## config.mk

```make
export PLATFORM = sky130hd
export DESIGN_NAME = tmrm_register_bank
export DESIGN_NICKNAME = d
export VERILOG_FILES = /design/src/rtl/tmrm_pkg.sv /design/src/rtl/tmrm_limit_pair.sv /design/src/rtl/tmrm_register_bank.sv
export VERILOG_INCLUDE_DIRS = /design/src /design/src/rtl
export SDC_FILE = /design/constraint.sdc
export NUM_CORES = 1
export LEC_CHECK = 0
export ABC_AREA = 1
export ABC_CLOCK_PERIOD_IN_PS = 2980
export BUFFER_PORTS_ARGS = -buffer_cell sky130_fd_sc_hd__buf_2
export CAP_MARGIN = 0
export CORE_MARGIN = 3
export CORE_UTILIZATION = 57
export DETAILED_ROUTE_END_ITERATION = 10
export PLACE_DENSITY = 0.81
export SETUP_SLACK_MARGIN = 0.1
export SYNTH_ARGS = -nofsm -noshare
export SYNTH_HDL_FRONTEND = slang
export SYNTH_SLANG_ARGS = --single-unit
export TNS_END_PERCENT = 50
```

## constraint.sdc

```tcl
create_clock -name clk -period 2.98 [get_ports clk]
set_clock_uncertainty 0.15 [all_clocks]
set_input_delay 0.149 -clock clk [delete_from_list [all_inputs] [get_ports clk]]
set_output_delay 0.149 -clock clk [all_outputs]
set_load 0.01 [all_outputs]
```

## src/rtl/tmrm_regs.svh

```systemverilog
// Register map constants for the temperature monitor register bank.
// Assumes inclusion by bare name from the design files.
`ifndef TMRM_REGS_SVH
`define TMRM_REGS_SVH
`define TMRM_PTR_LOC_HI_RD    8'h00
`define TMRM_PTR_REM_HI_RD    8'h01
`define TMRM_PTR_FLAGS_RD     8'h02
`define TMRM_PTR_SETUP_RD     8'h03
`define TMRM_PTR_RATE_RD      8'h04
`define TMRM_PTR_LUH_RD       8'h05
`define TMRM_PTR_LLH_RD       8'h06
`define TMRM_PTR_RUH_RD       8'h07
`define TMRM_PTR_RLH_RD       8'h08
`define TMRM_PTR_SETUP_WR     8'h09
`define TMRM_PTR_RATE_WR      8'h0a
`define TMRM_PTR_LUH_WR       8'h0b
`define TMRM_PTR_LLH_WR       8'h0c
`define TMRM_PTR_RUH_WR       8'h0d
`define TMRM_PTR_RLH_WR       8'h0e
`define TMRM_PTR_ONESHOT_WR   8'h0f
`define TMRM_PTR_REM_LO       8'h10
`define TMRM_PTR_RCORR_HI     8'h11
`define TMRM_PTR_RCORR_LO     8'h12
`define TMRM_PTR_RUL          8'h13
`define TMRM_PTR_RLL          8'h14
`define TMRM_PTR_LOC_LO       8'h15
`define TMRM_PTR_LUL          8'h16
`define TMRM_PTR_LLL          8'h17
`define TMRM_PTR_IDEAL        8'h18
`define TMRM_PTR_RCRIT        8'h19
`define TMRM_PTR_PREC         8'h1a
`define TMRM_PTR_LCRIT        8'h20
`define TMRM_PTR_HYST         8'h21
`define TMRM_PTR_FAULTCNT     8'h22
`define TMRM_PTR_LMIN_HI      8'h30
`define TMRM_PTR_SWRESET      8'hfc
`define TMRM_RST_ZERO         8'h00
`define TMRM_RST_UPPER        8'h55
`define TMRM_RST_RATE         8'h08
`define TMRM_RST_PREC         8'h1c
`define TMRM_RST_HYST         8'h0a
`define TMRM_RST_FAULTCNT     8'h81
`define TMRM_RST_LMIN_HI      8'hff
`define TMRM_MASK_NIBBLE      8'hf0
`define TMRM_MASK_SETUP       8'he4
`define TMRM_MASK_RATE        8'h0f
`define TMRM_MASK_PREC        8'h03
`define TMRM_MASK_FAULTCNT    8'h8e
`define TMRM_COH_NONE         2'h0
`define TMRM_COH_LOCAL        2'h1
`define TMRM_COH_REMOTE       2'h2
`endif

```

## src/rtl/tmrm_pkg.sv

```systemverilog
// Types shared by the temperature monitor register bank.
// Assumes tmrm_regs.svh is on the include path.
package tmrm_pkg;
  // One serial-side access: pointer load, data write or data read.
  typedef struct packed {
    logic       ptrWrite;
    logic       dataWrite;
    logic       dataRead;
    logic [7:0] wrData;
  } tmrm_access_t;

  // Two 12-bit conversion results delivered by the converter.
  typedef struct packed {
    logic        valid;
    logic [11:0] localBits;
    logic [11:0] remoteBits;
  } tmrm_result_t;

  typedef enum logic [1:0] {
    TMRM_IDLE,
    TMRM_AFTER_WRITE
  } tmrm_phase_t;
endpackage

```

## src/rtl/tmrm_limit_pair.sv

```systemverilog
// One 12-bit limit kept as a high byte and a low nibble.
// Assumes the caller decodes pointer values and passes write strobes.
`timescale 1ns/1ps
`default_nettype none
`include "tmrm_regs.svh"
module tmrm_limit_pair #(
  parameter logic [7:0] HIGH_RESET = 8'h00
) (
  input  wire logic        clk,
  input  wire logic        arst_n,
  input  wire logic        softReset,
  input  wire logic        writeHigh,
  input  wire logic        writeLow,
  input  wire logic [7:0]  wrData,
  output logic      [11:0] bound
);
  logic [11:0] bound_reg;
  logic [11:0] bound_next;

  // Low writes keep only the nibble, so the lower bits always read zero.
  always_comb begin
    bound_next = bound_reg;
    if (softReset) begin
      bound_next = {HIGH_RESET, 4'h0};
    end else begin
      if (writeHigh) begin
        bound_next[11:4] = wrData;
      end
      if (writeLow) begin
        bound_next[3:0] = wrData[7:4];
      end
    end
  end

  always_ff @(posedge clk or negedge arst_n) begin
    if (!arst_n) begin
      bound_reg <= {HIGH_RESET, 4'h0};
    end else begin
      bound_reg <= bound_next;
    end
  end

  assign bound = bound_reg;
endmodule
`default_nettype wire

```

## src/rtl/tmrm_register_bank.sv

```systemverilog
// Register bank of a remote and local temperature monitor behind an 8-bit pointer.
// Assumes a serial front end that decodes the bus into one-cycle access strobes.
//
// Overview of operation
// - Local result bits 11..4 read at 00.
// - Local result low nibble read at 15.
// - Remote result bits 11..4 read at 01.
// - Remote result low nibble read at 10.
// - Local upper high: read 05, write 0B.
// - Local lower high: read 06, write 0C.
// - Remote upper high: read 07, write 0D.
// - Remote lower high: read 08, write 0E.
// - Remote limit low nibbles at 13, 14.
// - Local limit low nibbles at 16, 17.
// - Remote correction registers exist on one variant.
// - No write pointer read-only; no read pointer write-only.
// - Local minimum high at 30, resets FF.
// - Pointer loaded by each pointer write outside a software reset cycle, not by data writes; resets zero.
// - Low read follows high read's conversion.
// - Loading FC into the pointer restores power-on state.
`timescale 1ns/1ps
`default_nettype none
`include "tmrm_regs.svh"
module tmrm_register_bank #(
  parameter bit HAS_CORRECTION = 1'b1
) (
  input  wire logic                  clk,
  input  wire logic                  arst_n,
  input  wire tmrm_pkg::tmrm_access_t access,
  input  wire tmrm_pkg::tmrm_result_t result,
  input  wire logic [7:0]            minimumUpdate,
  input  wire logic                  minimumLoad,
  input  wire logic [7:0]            stateFlags,
  output logic      [7:0]            rdData,
  output logic                       readValid,
  output logic      [7:0]            pointer,
  output logic                       oneShotStart,
  output logic                       softResetPulse,
  output logic      [11:0]           localUpperBound,
  output logic      [11:0]           localLowerBound,
  output logic      [11:0]           remoteUpperBound,
  output logic      [11:0]           remoteLowerBound,
  output logic      [11:0]           remoteCorrection,
  output logic      [7:0]            setupControl,
  output logic      [7:0]            samplingRate
);
  import tmrm_pkg::*;

  typedef struct packed {
    logic [7:0]  ptr;
    logic [11:0] localBits;
    logic [11:0] remoteBits;
    logic [3:0]  localLowHeld;
    logic [3:0]  remoteLowHeld;
    logic [1:0]  coherence;
    logic [7:0]  rdData;
    logic        readValid;
    logic        oneShot;
    logic        softReset;
    logic [7:0]  setup;
    logic [7:0]  rate;
    logic [11:0] correction;
    logic [7:0]  ideality;
    logic [7:0]  remoteCrit;
    logic [7:0]  precision;
    logic [7:0]  localCrit;
    logic [7:0]  hysteresis;
    logic [7:0]  faultCount;
    logic [7:0]  localMinHigh;
  } tmrm_state_t;

  tmrm_state_t state_reg;
  tmrm_state_t state_next;
  logic        dataWriteAt;
  logic        wrLuh;
  logic        wrLul;
  logic        wrLlh;
  logic        wrLll;
  logic        wrRuh;
  logic        wrRul;
  logic        wrRlh;
  logic        wrRll;

  // Power-on contents, shared by the asynchronous reset and the software reset.
  function automatic tmrm_state_t resetState();
    tmrm_state_t s;
    s              = '0;
    s.rate         = `TMRM_RST_RATE;
    s.precision    = `TMRM_RST_PREC;
    s.remoteCrit   = `TMRM_RST_UPPER;
    s.localCrit    = `TMRM_RST_UPPER;
    s.hysteresis   = `TMRM_RST_HYST;
    s.faultCount   = `TMRM_RST_FAULTCNT;
    s.localMinHigh = `TMRM_RST_LMIN_HI;
    return s;
  endfunction

  // A data write hits the register selected by the pointer at that moment.
  function automatic logic hit(input logic [7:0] ptrNow, input logic [7:0] target);
    return ptrNow == target;
  endfunction

  // Limit writes go to the write pointer values for the high bytes.
  assign dataWriteAt = access.dataWrite & ~state_reg.softReset;
  assign wrLuh = dataWriteAt & hit(state_reg.ptr, `TMRM_PTR_LUH_WR);
  assign wrLlh = dataWriteAt & hit(state_reg.ptr, `TMRM_PTR_LLH_WR);
  assign wrRuh = dataWriteAt & hit(state_reg.ptr, `TMRM_PTR_RUH_WR);
  assign wrRlh = dataWriteAt & hit(state_reg.ptr, `TMRM_PTR_RLH_WR);
  assign wrRul = dataWriteAt & hit(state_reg.ptr, `TMRM_PTR_RUL);
  assign wrRll = dataWriteAt & hit(state_reg.ptr, `TMRM_PTR_RLL);
  assign wrLul = dataWriteAt & hit(state_reg.ptr, `TMRM_PTR_LUL);
  assign wrLll = dataWriteAt & hit(state_reg.ptr, `TMRM_PTR_LLL);

  // The four limits share one storage module; low writes keep the nibble only.
  tmrm_limit_pair #(.HIGH_RESET(`TMRM_RST_UPPER)) localUpper (
    .clk       (clk),
    .arst_n    (arst_n),
    .softReset (state_reg.softReset),
    .writeHigh (wrLuh),
    .writeLow  (wrLul),
    .wrData    (access.wrData),
    .bound     (localUpperBound)
  );
  tmrm_limit_pair #(.HIGH_RESET(`TMRM_RST_ZERO)) localLower (
    .clk       (clk),
    .arst_n    (arst_n),
    .softReset (state_reg.softReset),
    .writeHigh (wrLlh),
    .writeLow  (wrLll),
    .wrData    (access.wrData),
    .bound     (localLowerBound)
  );
  tmrm_limit_pair #(.HIGH_RESET(`TMRM_RST_UPPER)) remoteUpper (
    .clk       (clk),
    .arst_n    (arst_n),
    .softReset (state_reg.softReset),
    .writeHigh (wrRuh),
    .writeLow  (wrRul),
    .wrData    (access.wrData),
    .bound     (remoteUpperBound)
  );
  tmrm_limit_pair #(.HIGH_RESET(`TMRM_RST_ZERO)) remoteLower (
    .clk       (clk),
    .arst_n    (arst_n),
    .softReset (state_reg.softReset),
    .writeHigh (wrRlh),
    .writeLow  (wrRll),
    .wrData    (access.wrData),
    .bound     (remoteLowerBound)
  );

  // Next-state logic: pointer load, data write, read mux and coherence hold.
  always_comb begin
    state_next           = state_reg;
    state_next.readValid = 1'b0;
    state_next.oneShot   = 1'b0;
    state_next.softReset = 1'b0;
    // Fresh results land here; a held low nibble shields a pending low read.
    if (result.valid) begin
      state_next.localBits  = result.localBits;
      state_next.remoteBits = result.remoteBits;
    end
    if (minimumLoad) begin
      state_next.localMinHigh = minimumUpdate;
    end
    if (state_reg.softReset) begin
      state_next = resetState();
    end else if (access.ptrWrite) begin
      state_next.ptr = access.wrData;
      if (access.wrData == `TMRM_PTR_SWRESET) begin
        state_next.softReset = 1'b1;
      end
    end else if (access.dataWrite) begin
      // Registers without a write pointer simply ignore the data.
      if (state_reg.ptr == `TMRM_PTR_SETUP_WR) begin
        state_next.setup = access.wrData & `TMRM_MASK_SETUP;
      end else if (state_reg.ptr == `TMRM_PTR_RATE_WR) begin
        state_next.rate = access.wrData & `TMRM_MASK_RATE;
      end else if (state_reg.ptr == `TMRM_PTR_ONESHOT_WR) begin
        state_next.oneShot = 1'b1;
      end else if (state_reg.ptr == `TMRM_PTR_RCORR_HI && HAS_CORRECTION) begin
        state_next.correction[11:4] = access.wrData;
      end else if (state_reg.ptr == `TMRM_PTR_RCORR_LO && HAS_CORRECTION) begin
        state_next.correction[3:0] = access.wrData[7:4];
      end else if (state_reg.ptr == `TMRM_PTR_IDEAL) begin
        state_next.ideality = access.wrData;
      end else if (state_reg.ptr == `TMRM_PTR_RCRIT) begin
        state_next.remoteCrit = access.wrData;
      end else if (state_reg.ptr == `TMRM_PTR_PREC) begin
        state_next.precision = `TMRM_RST_PREC | (access.wrData & `TMRM_MASK_PREC);
      end else if (state_reg.ptr == `TMRM_PTR_LCRIT) begin
        state_next.localCrit = access.wrData;
      end else if (state_reg.ptr == `TMRM_PTR_HYST) begin
        state_next.hysteresis = access.wrData;
      end else if (state_reg.ptr == `TMRM_PTR_FAULTCNT) begin
        state_next.faultCount = (access.wrData & `TMRM_MASK_FAULTCNT);
      end else if (state_reg.ptr == `TMRM_PTR_LMIN_HI) begin
        state_next.localMinHigh = access.wrData;
      end
    end else if (access.dataRead) begin
      state_next.readValid = 1'b1;
      state_next.coherence = `TMRM_COH_NONE;
      if (state_reg.ptr == `TMRM_PTR_LOC_HI_RD) begin
        state_next.rdData       = state_reg.localBits[11:4];
        state_next.localLowHeld = state_reg.localBits[3:0];
        state_next.coherence    = `TMRM_COH_LOCAL;
      end else if (state_reg.ptr == `TMRM_PTR_REM_HI_RD) begin
        state_next.rdData        = state_reg.remoteBits[11:4];
        state_next.remoteLowHeld = state_reg.remoteBits[3:0];
        state_next.coherence     = `TMRM_COH_REMOTE;
      end else if (state_reg.ptr == `TMRM_PTR_LOC_LO) begin
        state_next.rdData = {(state_reg.coherence == `TMRM_COH_LOCAL) ? state_reg.localLowHeld
                                                                     : state_reg.localBits[3:0],
                             4'h0};
      end else if (state_reg.ptr == `TMRM_PTR_REM_LO) begin
        state_next.rdData = {(state_reg.coherence == `TMRM_COH_REMOTE) ? state_reg.remoteLowHeld
                                                                      : state_reg.remoteBits[3:0],
                             4'h0};
      end else if (state_reg.ptr == `TMRM_PTR_FLAGS_RD) begin
        state_next.rdData = stateFlags;
      end else if (state_reg.ptr == `TMRM_PTR_SETUP_RD) begin
        state_next.rdData = state_reg.setup;
      end else if (state_reg.ptr == `TMRM_PTR_RATE_RD) begin
        state_next.rdData = state_reg.rate;
      end else if (state_reg.ptr == `TMRM_PTR_LUH_RD) begin
        state_next.rdData = localUpperBound[11:4];
      end else if (state_reg.ptr == `TMRM_PTR_LLH_RD) begin
        state_next.rdData = localLowerBound[11:4];
      end else if (state_reg.ptr == `TMRM_PTR_RUH_RD) begin
        state_next.rdData = remoteUpperBound[11:4];
      end else if (state_reg.ptr == `TMRM_PTR_RLH_RD) begin
        state_next.rdData = remoteLowerBound[11:4];
      end else if (state_reg.ptr == `TMRM_PTR_RUL) begin
        state_next.rdData = {remoteUpperBound[3:0], 4'h0};
      end else if (state_reg.ptr == `TMRM_PTR_RLL) begin
        state_next.rdData = {remoteLowerBound[3:0], 4'h0};
      end else if (state_reg.ptr == `TMRM_PTR_LUL) begin
        state_next.rdData = {localUpperBound[3:0], 4'h0};
      end else if (state_reg.ptr == `TMRM_PTR_LLL) begin
        state_next.rdData = {localLowerBound[3:0], 4'h0};
      end else if (state_reg.ptr == `TMRM_PTR_RCORR_HI && HAS_CORRECTION) begin
        state_next.rdData = state_reg.correction[11:4];
      end else if (state_reg.ptr == `TMRM_PTR_RCORR_LO && HAS_CORRECTION) begin
        state_next.rdData = {state_reg.correction[3:0], 4'h0};
      end else if (state_reg.ptr == `TMRM_PTR_IDEAL) begin
        state_next.rdData = state_reg.ideality;
      end else if (state_reg.ptr == `TMRM_PTR_RCRIT) begin
        state_next.rdData = state_reg.remoteCrit;
      end else if (state_reg.ptr == `TMRM_PTR_PREC) begin
        state_next.rdData = state_reg.precision;
      end else if (state_reg.ptr == `TMRM_PTR_LCRIT) begin
        state_next.rdData = state_reg.localCrit;
      end else if (state_reg.ptr == `TMRM_PTR_HYST) begin
        state_next.rdData = state_reg.hysteresis;
      end else if (state_reg.ptr == `TMRM_PTR_FAULTCNT) begin
        state_next.rdData = state_reg.faultCount;
      end else if (state_reg.ptr == `TMRM_PTR_LMIN_HI) begin
        state_next.rdData = state_reg.localMinHigh;
      end else begin
        // Write-only and unmapped pointers read as zero.
        state_next.rdData = `TMRM_RST_ZERO;
      end
    end
  end

  // Single register stage for all bank state apart from the four limits.
  always_ff @(posedge clk or negedge arst_n) begin
    if (!arst_n) begin
      state_reg <= resetState();
    end else begin
      state_reg <= state_next;
    end
  end

  assign rdData           = state_reg.rdData;
  assign readValid        = state_reg.readValid;
  assign pointer          = state_reg.ptr;
  assign oneShotStart     = state_reg.oneShot;
  assign softResetPulse   = state_reg.softReset;
  assign remoteCorrection = state_reg.correction;
  assign setupControl     = state_reg.setup;
  assign samplingRate     = state_reg.rate;

  // Checker helper: the nibble seen by the latest local high read, kept apart from the bank state
  // so that the coherence check does not lean on the logic that it guards.
  logic       astPend_reg;
  logic [3:0] astNib_reg;
  always_ff @(posedge clk or negedge arst_n) begin
    if (!arst_n) begin
      astPend_reg <= 1'b0;
      astNib_reg  <= 4'h0;
    end else if (state_reg.softReset) begin
      astPend_reg <= 1'b0;
    end else if (access.dataRead && !access.ptrWrite && !access.dataWrite) begin
      astPend_reg <= (pointer == `TMRM_PTR_LOC_HI_RD);
      if (pointer == `TMRM_PTR_LOC_HI_RD) begin
        astNib_reg <= state_reg.localBits[3:0];
      end
    end
  end
endmodule
`default_nettype wire

```

==> Word level (Yosys, flattened, before mapping) <==
Cells that the tools add are included.
{ "op_classes": {"eq_ne": 46, "muxes": 80, "bitwise": 10, "n_reduce_logical": 38} }
{ "op_table": {"columns": ["cell", "n"], "rows": [
  ["$mux 8", 41],
  ["$mux 84", 2],
  ["$mux 68", 2],
  ["$mux 105", 1],
  ["$eq 8x5->1 const B", 11],
  ["$mux 76", 1],
  ["$mux 24", 3],
  ["$eq 8x4->1 const B", 8],
  ["$mux 60", 1],
  ["$mux 56", 1],
  ["$mux 12", 4],
  ["$mux 48", 1],
  ["$reduce_bool 2->1", 24],
  ["$mux 40", 1],
  ["$mux 19", 2],
  ["$mux 4", 9],
  ["$eq 8x3->1 const B", 4],
  ["$eq 8x6->1 const B", 4],
  ["$mux 32", 1],
  ["$ne 2x2->1 const B", 11],
  ["$mux 20", 1],
  ["$eq 8x2->1 const B", 2],
  ["$mux 16", 1],
  ["$reduce_and 13->1", 1],
  ["other kinds (21)", 37]
]} }
{ "totals": {"ff_bits": 185, "in_bits": 55, "out_inout_bits": 95, "wordCells": 203} }

==> Logic depth before layout (Yosys ltp) <==
Gate-level depths: netlist (run 1).
{ "depth": {"depth_word": 29, "depth_mapped": 22, "depth_no_buf": 21} }

==> Cells and area by module <==
A second synthesis (run 1) with hierarchy kept.
{ "hier_totals": {"cells_unflattened": 1178, "hier_area_um2": 9171.3} }
{ "by_module_without_submodules": {"columns": ["module", "n_inst", "cells_each", "area_each_um2", "seq_area_each_um2"], "rows": [
  ["tmrm_register_bank", 1, 968, 7179.4, 3055.4],
  ["tmrm_limit_pair at localLower ...", 2, 53, 516.7, 300.3],
  ["tmrm_limit_pair at localUpper ...", 2, 52, 479.2, 305.3]
]} }

==> Least setup slack after synthesis (run 1) <==
Ideal clock, no wire load.
{ "synth_timing": {"path_type": "reg2reg", "startpoint": "register state_reg, in the netlist pointer[7]", "endpoint": "register state_reg[23] in the netlist's numbering", "arrival_time_ps": 1945, "slack_ps": 793, "path_stages_with_launch": 17, "path_buffers": 1, "period_less_slack_ps": 2187, "path_cell_list": "dfrtp_1 inv_1 nand2_1 nor3_2 inv_2 nor2_1 inv_2 nor2_2 nor3_4 inv_4 nor2_4 inv_4 nor2_4 a21oi_2 buf_4 nand2_1 o31ai_2"} }
{ "synth_between": {"elab_chain_cells": 3, "word_cells_on_any_way": 21} }
{ "synth_rtl": {"columns": ["item", "line", "source"], "rows": [
  ["start: declaration", "tmrm_register_bank.sv:72", "tmrm_state_t state_reg;"],
  ["start signal: assignment", "tmrm_register_bank.sv:269", "state_reg <= resetState();"],
  ["start signal: assignment", "tmrm_register_bank.sv:271", "state_reg <= state_next;"],
  ["$eq 8x6->1 (no source line) (tied with other cells)", null, null],
  ["$ne 2x2->1 (no source line) or $reduce_bool 2->1 (tied branches)", null, null],
  ["$reduce_and 12->1 (no source line) (*)", null, null]
]} }
Mark *: on every way between the ends. The rest lies on a longest branch, timed or not.
A chain may end at the register's enable or synchronous reset.

==> Worst setup path in the final report (run 1) <==
{ "layout_timing": {"startpoint": "register state_reg, in the netlist pointer[0]", "endpoint": "register state_reg, in the netlist rdData[3]"} }
{ "layout_between": {"elab_chain_cells": 29, "word_cells_on_any_way": 52} }
{ "layout_rtl": {"columns": ["item", "line", "source"], "rows": [
  ["$eq 8x6->1 (no source line)", null, null],
  ["$mux 8", "tmrm_register_bank.sv:257", "end else if (state_reg.ptr == `TMRM_PTR_LMIN_HI) begin"],
  ["$mux 8", "tmrm_register_bank.sv:255", "end else if (state_reg.ptr == `TMRM_PTR_FAULTCNT) begin"],
  ["$mux 8", "tmrm_register_bank.sv:253", "end else if (state_reg.ptr == `TMRM_PTR_HYST) begin"],
  ["$mux 8", "tmrm_register_bank.sv:251", "end else if (state_reg.ptr == `TMRM_PTR_LCRIT) begin"],
  ["$mux 8", "tmrm_register_bank.sv:249", "end else if (state_reg.ptr == `TMRM_PTR_PREC) begin"],
  ["$mux 8", "tmrm_register_bank.sv:247", "end else if (state_reg.ptr == `TMRM_PTR_RCRIT) begin"],
  ["$mux 8", "tmrm_register_bank.sv:245", "end else if (state_reg.ptr == `TMRM_PTR_IDEAL) begin"],
  ["[13 not listed]", null, null],
  ["$mux 8", "tmrm_register_bank.sv:215", "end else if (state_reg.ptr == `TMRM_PTR_REM_LO) begin"],
  ["$mux 8", "tmrm_register_bank.sv:211", "end else if (state_reg.ptr == `TMRM_PTR_LOC_LO) begin"],
  ["$mux 8", "tmrm_register_bank.sv:207", "end else if (state_reg.ptr == `TMRM_PTR_REM_HI_RD) begin"],
  ["$mux 10 (*)", "tmrm_register_bank.sv:203", "if (state_reg.ptr == `TMRM_PTR_LOC_HI_RD) begin"],
  ["$mux 19 (*)", "tmrm_register_bank.sv:200", "end else if (access.dataRead) begin"],
  ["$mux 19 (*)", "tmrm_register_bank.sv:173", "end else if (access.dataWrite) begin"],
  ["$mux 20 (*)", "tmrm_register_bank.sv:168", "end else if (access.ptrWrite) begin"],
  ["$mux 105 (*)", "tmrm_register_bank.sv:166", "if (state_reg.softReset) begin"]
]} }
Mark *: on every way between the ends. The rest lies on a longest branch, timed or not. The select of a mux whose other input is x is not followed.

==> results of run 1 <==
-- area by class of cell --
type | instances | area, um2
clock buffers | 18 | 439
multi-input cells | 758 | 3740
fillers | 1221 | 4480
inverters | 152 | 584
flip-flops and latches | 169 | 4270
repair buffers | 214 | 1400
well taps | 211 | 264
clock inverters | 14 | 135
-- worst paths after layout --
path	cells after the start	to	slack [ns]	startpoint
max in group asynchronous	3	state_reg[1]	1.73	arst_n
min reg2reg	2	state_reg[36]	0.32	state_reg[36]
max	19	rdData[3]	0.14	pointer[0]
max reg2reg	19	rdData[3]	0.14	pointer[0]
min in group asynchronous	2	state_reg[51]	0.07	arst_n
min	3	state_reg[7]	0.01	minimumLoad
-- placed cells by master (no fill, tap or decap), types with 4 or more instances in the layout --
master / n
a21oi_1: 45
buf_2: 140
buf_4: 22
clkbuf_16: 17
clkinv_2: 4
conb_1: 8
dfrtp_1: 139
dfstp_2: 30
dlygate4sd3_1: 50
inv_1: 129
inv_2: 14
inv_4: 5
inv_6: 4
nand2_1: 316
nand2_2: 6
nand3_1: 75
nand4_1: 12
nor2_1: 47
nor2_2: 6
nor2_4: 8
nor3_1: 10
o2111ai_1: 6
o211ai_1: 6
o211ai_2: 8
o21ai_0: 141
o21ai_1: 12
o31ai_1: 5
or2_2: 10
-- worst max-delay path: stages (launching register included) --
cell and delay, ns:
dfrtp_1 0.44, inv_2 0.11, nand2_2 0.12, nor2_2 0.33
nand2_1 0.21, o221ai_1 0.27, o21ai_1 0.14, nand2_1 0.09
nand2_1 0.08, nand2_1 0.08, nand2_1 0.11, nand3_1 0.15
nand2_1 0.09, nand3_1 0.10, nand2_1 0.06, nand2_1 0.05
nand2_1 0.06, nand2_1 0.05, nand2_1 0.04, nand2_1 0.05
-- power groups by stage --
stage | logic [mW] | clock network (mW) | registers (mW)
6_report | 1.01 | 2.19 | 2.81
5_1_grt | 1.11 | 2.29 | 2.84
4_1_cts | 0.990 | 2.18 | 2.80
3_5_place_dp | 0.935 | 0 | 2.84
3_3_place_gp | 0.915 | 0 | 2.83
2_1_floorplan | 0.549 | 0 | 2.84
-- cell families (layout without fill, tap and decap cells) --
group	count (synthesis)	count (layout)	synth area share
AOI/OAI and AO/OA	244	244	0.158
buffers and inverters	229	398	0.118
DFF	169	169	0.473
muxes	1	1	0.00125
other	1	8	0.000416
and+or+nand+nor	505	505	0.250
-- layer usage --
layer  up-vias  global-route usage
met3        89              0.0702
met4         0               0.159
met5         -                   0
li1       4002                   -
met1      3964               0.435
met2       524               0.484
-- stage by stage --
step | area (um2) | utilization | cells | hold WS, ns
floorplan | 9040 | - | 1156 | -0.297
global placement | 9730 | 0.635 | 1454 | -0.0448
detailed placement | 9730 | 0.635 | 1454 | -0.0483
CTS | 10800 | 0.705 | 1536 | 0.00126
global route | 10800 | 0.707 | 1536 | 0.0634
finish | 10800 | 0.707 | 1536 | 0.0126
-- what timing repair did --
item,in CTS,in global routing
endpoints found under the setup margin,0,18
resized for setup,0,6
hold buffers,50,0
hold endpoints to repair,182,0
==> results.toml, run 1 <==
[run_status]
outcome = "complete, no violations"

[routing]
drt_iter0_markers = 862
first_pass_iters = 5
route.met2.wl_um = 12500
routed_wl_um = 27600
ant_nets = 0
viasPerCell = 5.59
top_layer = "met4"
route.met3.wl_um = 2670
drcViolationCount = 0
num_vias = 8579
wire_per_inst_um = 18.0
drt-met1-wl_um = 11200

[critical_path]
crit_fanout = 6
cp.required_ns = 3.21
cp-start-kind = "register"
worstSetupPathType = "register to register"
arrival_ns = 3.08
cp-end-kind = "register"

[yosys]
netlist_top_cells_count = "nand2_1 (316), o21ai_0 (141), dfrtp_1 (139)"
postSynthCellCount = 1149
synth_area_leader_cell = "dfrtp_1"
yosysSeqAreaShare = 0.473
synthesis.area_mm2 = 0.00902
yosys_most_used_dff = "dfrtp_1"
synth.area.top_cells = "dfrtp_1 (39%), nand2_1 (13%), dfstp_2 (8.7%), o21ai_0 (7.8%), inv_1 (5.4%)"
synthArstFlopShare = 1.00
ys_warn_count = 0
yosysTopAreaCellShare = 0.386
synth_cell_types = 53
synth_edf_count = 0
ys_ff_latch = 169
synth.avg_cell_area_um2 = 7.85
synth.most_common_cell = "nand2_1"

[finish]
largest_reg_flops = 82
syn_to_final_growth_pct = 20.1
antenna_cells = 0
fin_nets = 1367
drive_gt1_frac = 0.228

[floorplan]
ioPinCount = 150
die_x_um = 132
design.core.area_mm2 = 0.0153
num_rows = 45
die_area_mm2 = 0.0174
die_h_um = 132
start_util = 0.589

[pwr]
combPwrFrac = 0.167
vdd_drop_max_uv = 401
power.density_mw_per_mm2 = 554
p_int_mw = 4.17
leakage_nw = 5.42
sw_frac_of_total = 0.305
seqPwrFrac = 0.468
switching_power_mw = 1.83
p_total_mw = 6.00
clock_power_share = 0.364

[global_route]
grt_pass1_wl_um = 43500
antenna_found_initial = 0
overflow = 0
grt_pass1_vias = 8023
grt_max_degree = 89
track_usage = 0.318

[clock_tree]
clock_path_buffers = 2
clk_pin_slew_ns = 0.07
clk_latency_ns = 0.44
ctsHtreeMaxLevel = 4
clock-root-buffer = "clkbuf_16"
clock-sinks = 169
postCtsSetupBuffers = 0
cts_tree = "done"
numCtsBuffers = 17

[sta]
slew_headroom = 0.158
max_slew.worst_pin.slew_ns = 1.26
drv_slew = 0
hold_viol = 0
fin_ws_ns = 0.137
finalSetupTns_ns = 0
final-setup-viol-count = 0
fin_crit_ns = 2.84
fmax_ghz = 0.352
fin_crit_sh = 0.954
rsz0062_at_grt = "true"

[placed_design]
place_hpwl_um = 19300
dp_slack_ns = 0.192
gp_congestion = 1.00
io_buffers = 141

[job]
drv_cap = 0

[worst_hold_path]
hp-class = "input pin to register"
(Power assumes the default switching activity.)
==> inputs of run 2 (changes only) <==
--- a/config.mk
+++ b/config.mk
@@ -13,9 +13,10 @@
 export CORE_MARGIN = 3
 export CORE_UTILIZATION = 57
 export DETAILED_ROUTE_END_ITERATION = 10
-export PLACE_DENSITY = 0.81
+export PLACE_DENSITY = 0.8
 export SETUP_SLACK_MARGIN = 0.1
 export SYNTH_ARGS = -nofsm -noshare
 export SYNTH_HDL_FRONTEND = slang
+export SYNTH_HIERARCHICAL = 1
 export SYNTH_SLANG_ARGS = --single-unit
 export TNS_END_PERCENT = 50
==> results.toml, run 2 <==
[run_status]
outcome = "complete, no violations"

[pwr]
sw_frac_of_total = 0.285
p_int_mw = 4.21
leakage_nw = 5.64
seqPwrFrac = 0.460
vdd_drop_max_uv = 458
combPwrFrac = 0.146
switching_power_mw = 1.68
clock_power_share = 0.394
p_total_mw = 5.89
power.density_mw_per_mm2 = 537

[clock_tree]
clock-root-buffer = "clkbuf_16"
clk_pin_slew_ns = 0.07
clk_latency_ns = 0.43
numCtsBuffers = 17
clock-sinks = 169
clock_path_buffers = 2
cts_tree = "done"
ctsHtreeMaxLevel = 4

[yosys]
synth.most_common_cell = "nand2_1"
postSynthCellCount = 1178
synth_area_leader_cell = "dfrtp_1"
synth.area.top_cells = "dfrtp_1 (38%), nand2_1 (14%), dfstp_2 (8.6%), nand3_1 (5.4%), inv_1 (4.8%)"
synthesis.area_mm2 = 0.00917
ys_ff_latch = 169
yosys_most_used_dff = "dfrtp_1"
synth_cell_types = 46
yosysTopAreaCellShare = 0.379
netlist_top_cells_count = "nand2_1 (335), dfrtp_1 (139), inv_1 (118)"
synthArstFlopShare = 1.00
synth.avg_cell_area_um2 = 7.79
ys_warn_count = 6
yosysSeqAreaShare = 0.465
synth_edf_count = 0

[finish]
num-fill-cells = 1240
multi_input_comb_area_mm2 = 0.00394
final_util = 0.709
antenna_cells = 0
mostFrequentLayoutCells = "nand2_1 (331), buf_2 (140), dfrtp_1 (135)"
stdcell_count = 1568
final_common_cell = "nand2_1"
fin_nets = 1399
syn_to_final_growth_pct = 19.7
drive_gt1_frac = 0.237
seqCellArea_mm2 = 0.00427
largest_reg_flops = 82

[sta]
drv_slew = 0
fin_crit_sh = 0.922
rsz0062_at_grt = "true"
finalSetupTns_ns = 0
fin_ws_ns = 0.233
max_slew.worst_pin.slew_ns = 1.02
hold_viol = 0
fin_crit_ns = 2.75
slew_headroom = 0.317
final-setup-viol-count = 0
fmax_ghz = 0.364

[floorplan]
num_rows = 45
die_area_mm2 = 0.0176
start_util = 0.592
die_x_um = 133
ioPinCount = 150
design.core.area_mm2 = 0.0155
die_h_um = 133

[routing]
viasPerCell = 5.72
drcViolationCount = 0
wire_per_inst_um = 18.7
routed_wl_um = 29400
num_vias = 8975
ant_nets = 0
first_pass_iters = 5
drt_iter0_markers = 984

[critical_path]
arrival_ns = 2.92
worstSetupPathType = "register to register"
cp-end-kind = "register"
cp-start-kind = "register"
cp.required_ns = 3.16
crit_fanout = 6

[placed_design]
io_buffers = 141
place_hpwl_um = 20400
dp_slack_ns = 0.169
gp_congestion = 0.986
dp.cells = 1482

[global_route]
grt_pass1_vias = 8681
antenna_found_initial = 0
grt_max_degree = 72
grt_pass1_wl_um = 46500
track_usage = 0.332
overflow = 0

[job]
drv_cap = 0

[worst_hold_path]
hp-class = "input pin to register"
-- run 2: changes by cell type after synthesis, moves of 6 or more --
| cell | delta |
|---|---|
| o22ai_1 | +21 |
| o21ai_0 | -54 |
| nor2_4 | +6 |
| nor2_1 | +25 |
| nor3_1 | -7 |
| inv_1 | -12 |
| nand2_1 | +19 |
| nand3_1 | +24 |
| clkbuf_1 | -8 |
| nand3_2 | +11 |
| a21oi_1 | +18 |
| o211ai_2 | -8 |
-- run 2: area by class of cell --
type	count	area share
inverter	138	0.0474
sequential	169	0.389
multi-input combinational	806	0.359
clock buffer	19	0.0404
tap	211	0.0241
clock inverter	13	0.0154
timing repair buffer	212	0.125
-- run 2: worst paths after layout --
| check | startpoint | cells after the start | slack, ns | endpoint |
|---|---|---|---|---|
| max in group asynchronous | arst_n | 3 | 1.62 | state_reg[8] |
| max reg2reg | pointer[2] | 19 | 0.23 | rdData[6] |
| min in group asynchronous | arst_n | 2 | 0.13 | state_reg[16] |
| min | stateFlags[1] | 6 | 0.02 | rdData[1] |
| min reg2reg | state_reg[36] | 2 | 0.32 | state_reg[36] |
| max | pointer[2] | 19 | 0.23 | rdData[6] |
-- run 2: metal layers --
metal | global-route usage | wire [um] | share of wire | vias to the layer above
met1 | 0.461 | 12200 | 0.42 | 4256
met3 | 0.0848 | 2900 | 0.099 | 87
met2 | 0.509 | 13300 | 0.45 | 523
li1 | - | - | - | 4109
met4 | 0.116 | 1000 | 0.034 | 0
met5 | 0 | 0 | 0 | -
-- run 2: power by group through the flow --
stage	Combinational [mW]	Clock, mW	Sequential [mW]
after floorplan	0.463	0	2.73
after global placement	0.767	0	2.73
after detailed placement	0.783	0	2.74
after CTS	0.833	2.31	2.70
after global routing	0.946	2.42	2.73
final	0.859	2.32	2.71
-- run 2: timing repair --
item / in CTS / in global routing
hold endpoints to repair: 136 / 0
buffers inserted: 0 / 9
hold buffers: 45 / 0
resized for setup: 0 / 12
endpoints found under the setup margin: 0 / 9
-- run 2: critical path, stage by stage, from the launching register on --
cell and delay, ns:
dfrtp_1 0.49, nor2_4 0.17, nand2_2 0.12, inv_2 0.14
nand2_2 0.11, or2_0 0.21, nand2_1 0.09, nand3_1 0.07
nand2_1 0.10, nand2_1 0.06, nand2_1 0.07, nand4_1 0.09
nor2_1 0.19, nand3_1 0.10, nand2_1 0.10, nand3_1 0.07
nand2_1 0.11, nand3_1 0.10, nand2_1 0.07, nand2_1 0.05
-- run 2: cells by family after synthesis --
group / after synthesis / share of synthesized area
AO/OA/AOI/OAI: 210 / 0.127
other: 1 / 0.000409
multiplexers: 3 / 0.00368
AND/OR/NAND/NOR: 585 / 0.292
buffers and inverters: 210 / 0.111
flip-flops: 169 / 0.465
-- run 2: per-stage QoR --
step | area (um2) | hold slack, ns
2_1_floorplan | 9200 | -0.297
3_3_place_gp | 9820 | 0.0383
3_5_place_dp | 9820 | 0.0388
4_1_cts | 10900 | 0.00327
5_1_grt | 11000 | 0.0107
6_report | 11000 | 0.0218
==> inputs of run 3 (changes only) <==
--- a/config.mk
+++ b/config.mk
@@ -6,17 +6,16 @@
 export SDC_FILE = /design/constraint.sdc
 export NUM_CORES = 1
 export LEC_CHECK = 0
-export ABC_AREA = 1
+export ABC_AREA = 0
 export ABC_CLOCK_PERIOD_IN_PS = 2980
 export BUFFER_PORTS_ARGS = -buffer_cell sky130_fd_sc_hd__buf_2
 export CAP_MARGIN = 0
 export CORE_MARGIN = 3
-export CORE_UTILIZATION = 57
+export CORE_UTILIZATION = 58
 export DETAILED_ROUTE_END_ITERATION = 10
-export PLACE_DENSITY = 0.8
+export PLACE_DENSITY = 0.81
 export SETUP_SLACK_MARGIN = 0.1
 export SYNTH_ARGS = -nofsm -noshare
 export SYNTH_HDL_FRONTEND = slang
-export SYNTH_HIERARCHICAL = 1
 export SYNTH_SLANG_ARGS = --single-unit
 export TNS_END_PERCENT = 50
==> results.toml, run 3 <==
[sta]
fin_crit_sh = 0.924
rsz0062_at_grt = "true"
fin_crit_ns = 2.75
hold_viol = 0
drv_slew = 0
finalSetupTns_ns = 0
final-setup-viol-count = 0
slew_headroom = 0.506
worst_hold_slack_ns = 0.0272
fmax_ghz = 0.363
max_slew.worst_pin.slew_ns = 0.736

[yosys]
synth_cell_types = 78
yosysSeqAreaShare = 0.437
synth.most_common_cell = "nand2_1"
ys_ff_latch = 169
synthesis.area_mm2 = 0.00977
synth_edf_count = 0
yosysTopAreaCellShare = 0.356
ys_warn_count = 0
synthArstFlopShare = 1.00
synth.avg_cell_area_um2 = 8.61
netlist_top_cells_count = "nand2_1 (164), dfrtp_1 (139), nor2_1 (121)"
synth_area_leader_cell = "dfrtp_1"
synth.area.top_cells = "dfrtp_1 (36%), dfstp_2 (8.1%), mux2i_1 (7.0%), nand2_1 (6.3%), a21oi_1 (5.9%)"
postSynthCellCount = 1135
yosys_most_used_dff = "dfrtp_1"

[floorplan]
design.core.area_mm2 = 0.0162
start_util = 0.604
die_x_um = 136
num_rows = 46
die_area_mm2 = 0.0184
die_h_um = 136
ioPinCount = 150

[global_route]
grt_pass1_wl_um = 54900
overflow = 0
track_usage = 0.395
grt_max_degree = 100
grt_pass1_vias = 9337
antenna_found_initial = 0

[placed_design]
place_hpwl_um = 25200
io_buffers = 141
gp_congestion = 0.999

[pwr]
power.density_mw_per_mm2 = 533
leakage_nw = 5.35
vdd_drop_max_uv = 432

[routing]
first_pass_iters = 6
num_vias = 9797
routed_wl_um = 36400
wire_per_inst_um = 24.2
ant_nets = 0
viasPerCell = 6.52
drcViolationCount = 0
drt_iter0_markers = 1415

[critical_path]
crit_fanout = 8
rrSetupSlack_ns = 0.23
cp-start-kind = "register"
cp.required_ns = 3.14
cp-end-kind = "register"
worstSetupPathType = "register to register"
arrival_ns = 2.91

[finish]
antenna_cells = 0
final_common_cell = "nand2_1"
largest_reg_flops = 82
fin_nets = 1328
drive_gt1_frac = 0.233
mostFrequentLayoutCells = "nand2_1 (164), buf_2 (140), dfrtp_1 (135)"
num-fill-cells = 1238
syn_to_final_growth_pct = 18.6
final_util = 0.716

[run_status]
outcome = "complete, no violations"

[clock_tree]
cts_tree = "done"
clk_latency_ns = 0.44
clock-sinks = 169
clock_path_buffers = 2
clk_pin_slew_ns = 0.07
clock-root-buffer = "clkbuf_16"
numCtsBuffers = 17
ctsHtreeMaxLevel = 4

[job]
drv_cap = 0

[worst_hold_path]
hp-class = "input pin to register"
run 3: cell count changes after synthesis, moves of 39 or more:
cell     previous run  this run
nand2_1           335       164
nand3_1            99        60
inv_1             118        12
mux2i_1             0        68
nor2_1             73       121
a21oi_1            63       116
run 3: cell type report:
| cell class | instances | area (um2) | share of cell area |
|---|---|---|---|
| repair buffers | 244 | 1620 | 0.140 |
| clock buffers | 17 | 425 | 0.0367 |
| clock inverters | 15 | 200 | 0.0173 |
| multi-input cells | 829 | 4750 | 0.410 |
| inverters | 12 | 45.0 | 0.00389 |
| well taps | 216 | 270 | 0.0233 |
| flip-flops and latches | 169 | 4280 | 0.369 |
run 3: what timing repair did:
action                                  4_1_cts  5_1_grt
setup buffers                                 0        1
resized for setup                             0        3
endpoints found under the setup margin        0        5
hold buffers                                 41        0
hold endpoints to repair                    115        0
run 3: stage by stage:
stage               std cells  cell area [um2]  total power, mW  worst slack [ns]
floorplan                1142             9800             3.34             0.668
global placement         1428            10500             3.77             0.192
detailed placement       1428            10500             3.79             0.224
CTS                      1501            11600             6.15             0.129
global route             1502            11600             6.37            0.0630
finish                   1502            11600             6.17             0.226
run 3: report_power, final:
part / total (mW) / internal, mW / switching, mW
sequential: 2.76 / 2.53 / 0.227
combinational: 1.08 / 0.421 / 0.659
clock: 2.34 / 1.22 / 1.12
run 3: cells by family (layout without fill, tap and decap cells):
logic type | after synthesis | after routing | synth area share
other | 1 | 8 | 0.000384
XOR/XNOR | 1 | 1 | 0.000896
flip-flops | 169 | 169 | 0.437
AO/OA/AOI/OAI | 279 | 279 | 0.175
multiplexers | 74 | 74 | 0.0777
buffers and inverters | 144 | 288 | 0.0817
AND/OR/NAND/NOR | 467 | 467 | 0.228
run 3: path summary, 6_finish.rpt:
path                                from              endpoint  cells past startpoint
max                           pointer[5]             rdData[4]                      6
min in group asynchronous         arst_n         state_reg[18]                      2
max in group asynchronous         arst_n  localUpper.bound[10]                      3
max reg2reg                   pointer[5]             rdData[4]                      6
min                            access[1]         state_reg[25]                      3
min reg2reg                state_reg[46]         state_reg[46]                      2
run 3: per-layer routing:
metal / global-route usage / vias to the layer above / routed length [um]
met3: 0.0851 / 130 / 3920
met5: 0 / - / 0
met4: 0.188 / 0 / 1820
met2: 0.609 / 691 / 16600
li1: - / 4224 / -
met1: 0.534 / 4752 / 14000
run 3: worst max-delay path: stages, from the launching register on:
cell and delay (ns):
dfrtp_1 0.47, or4_4 0.63, nor4_4 0.56, buf_4 0.25, nor3_1 0.09, o221ai_1 0.35, a21oi_1 0.12
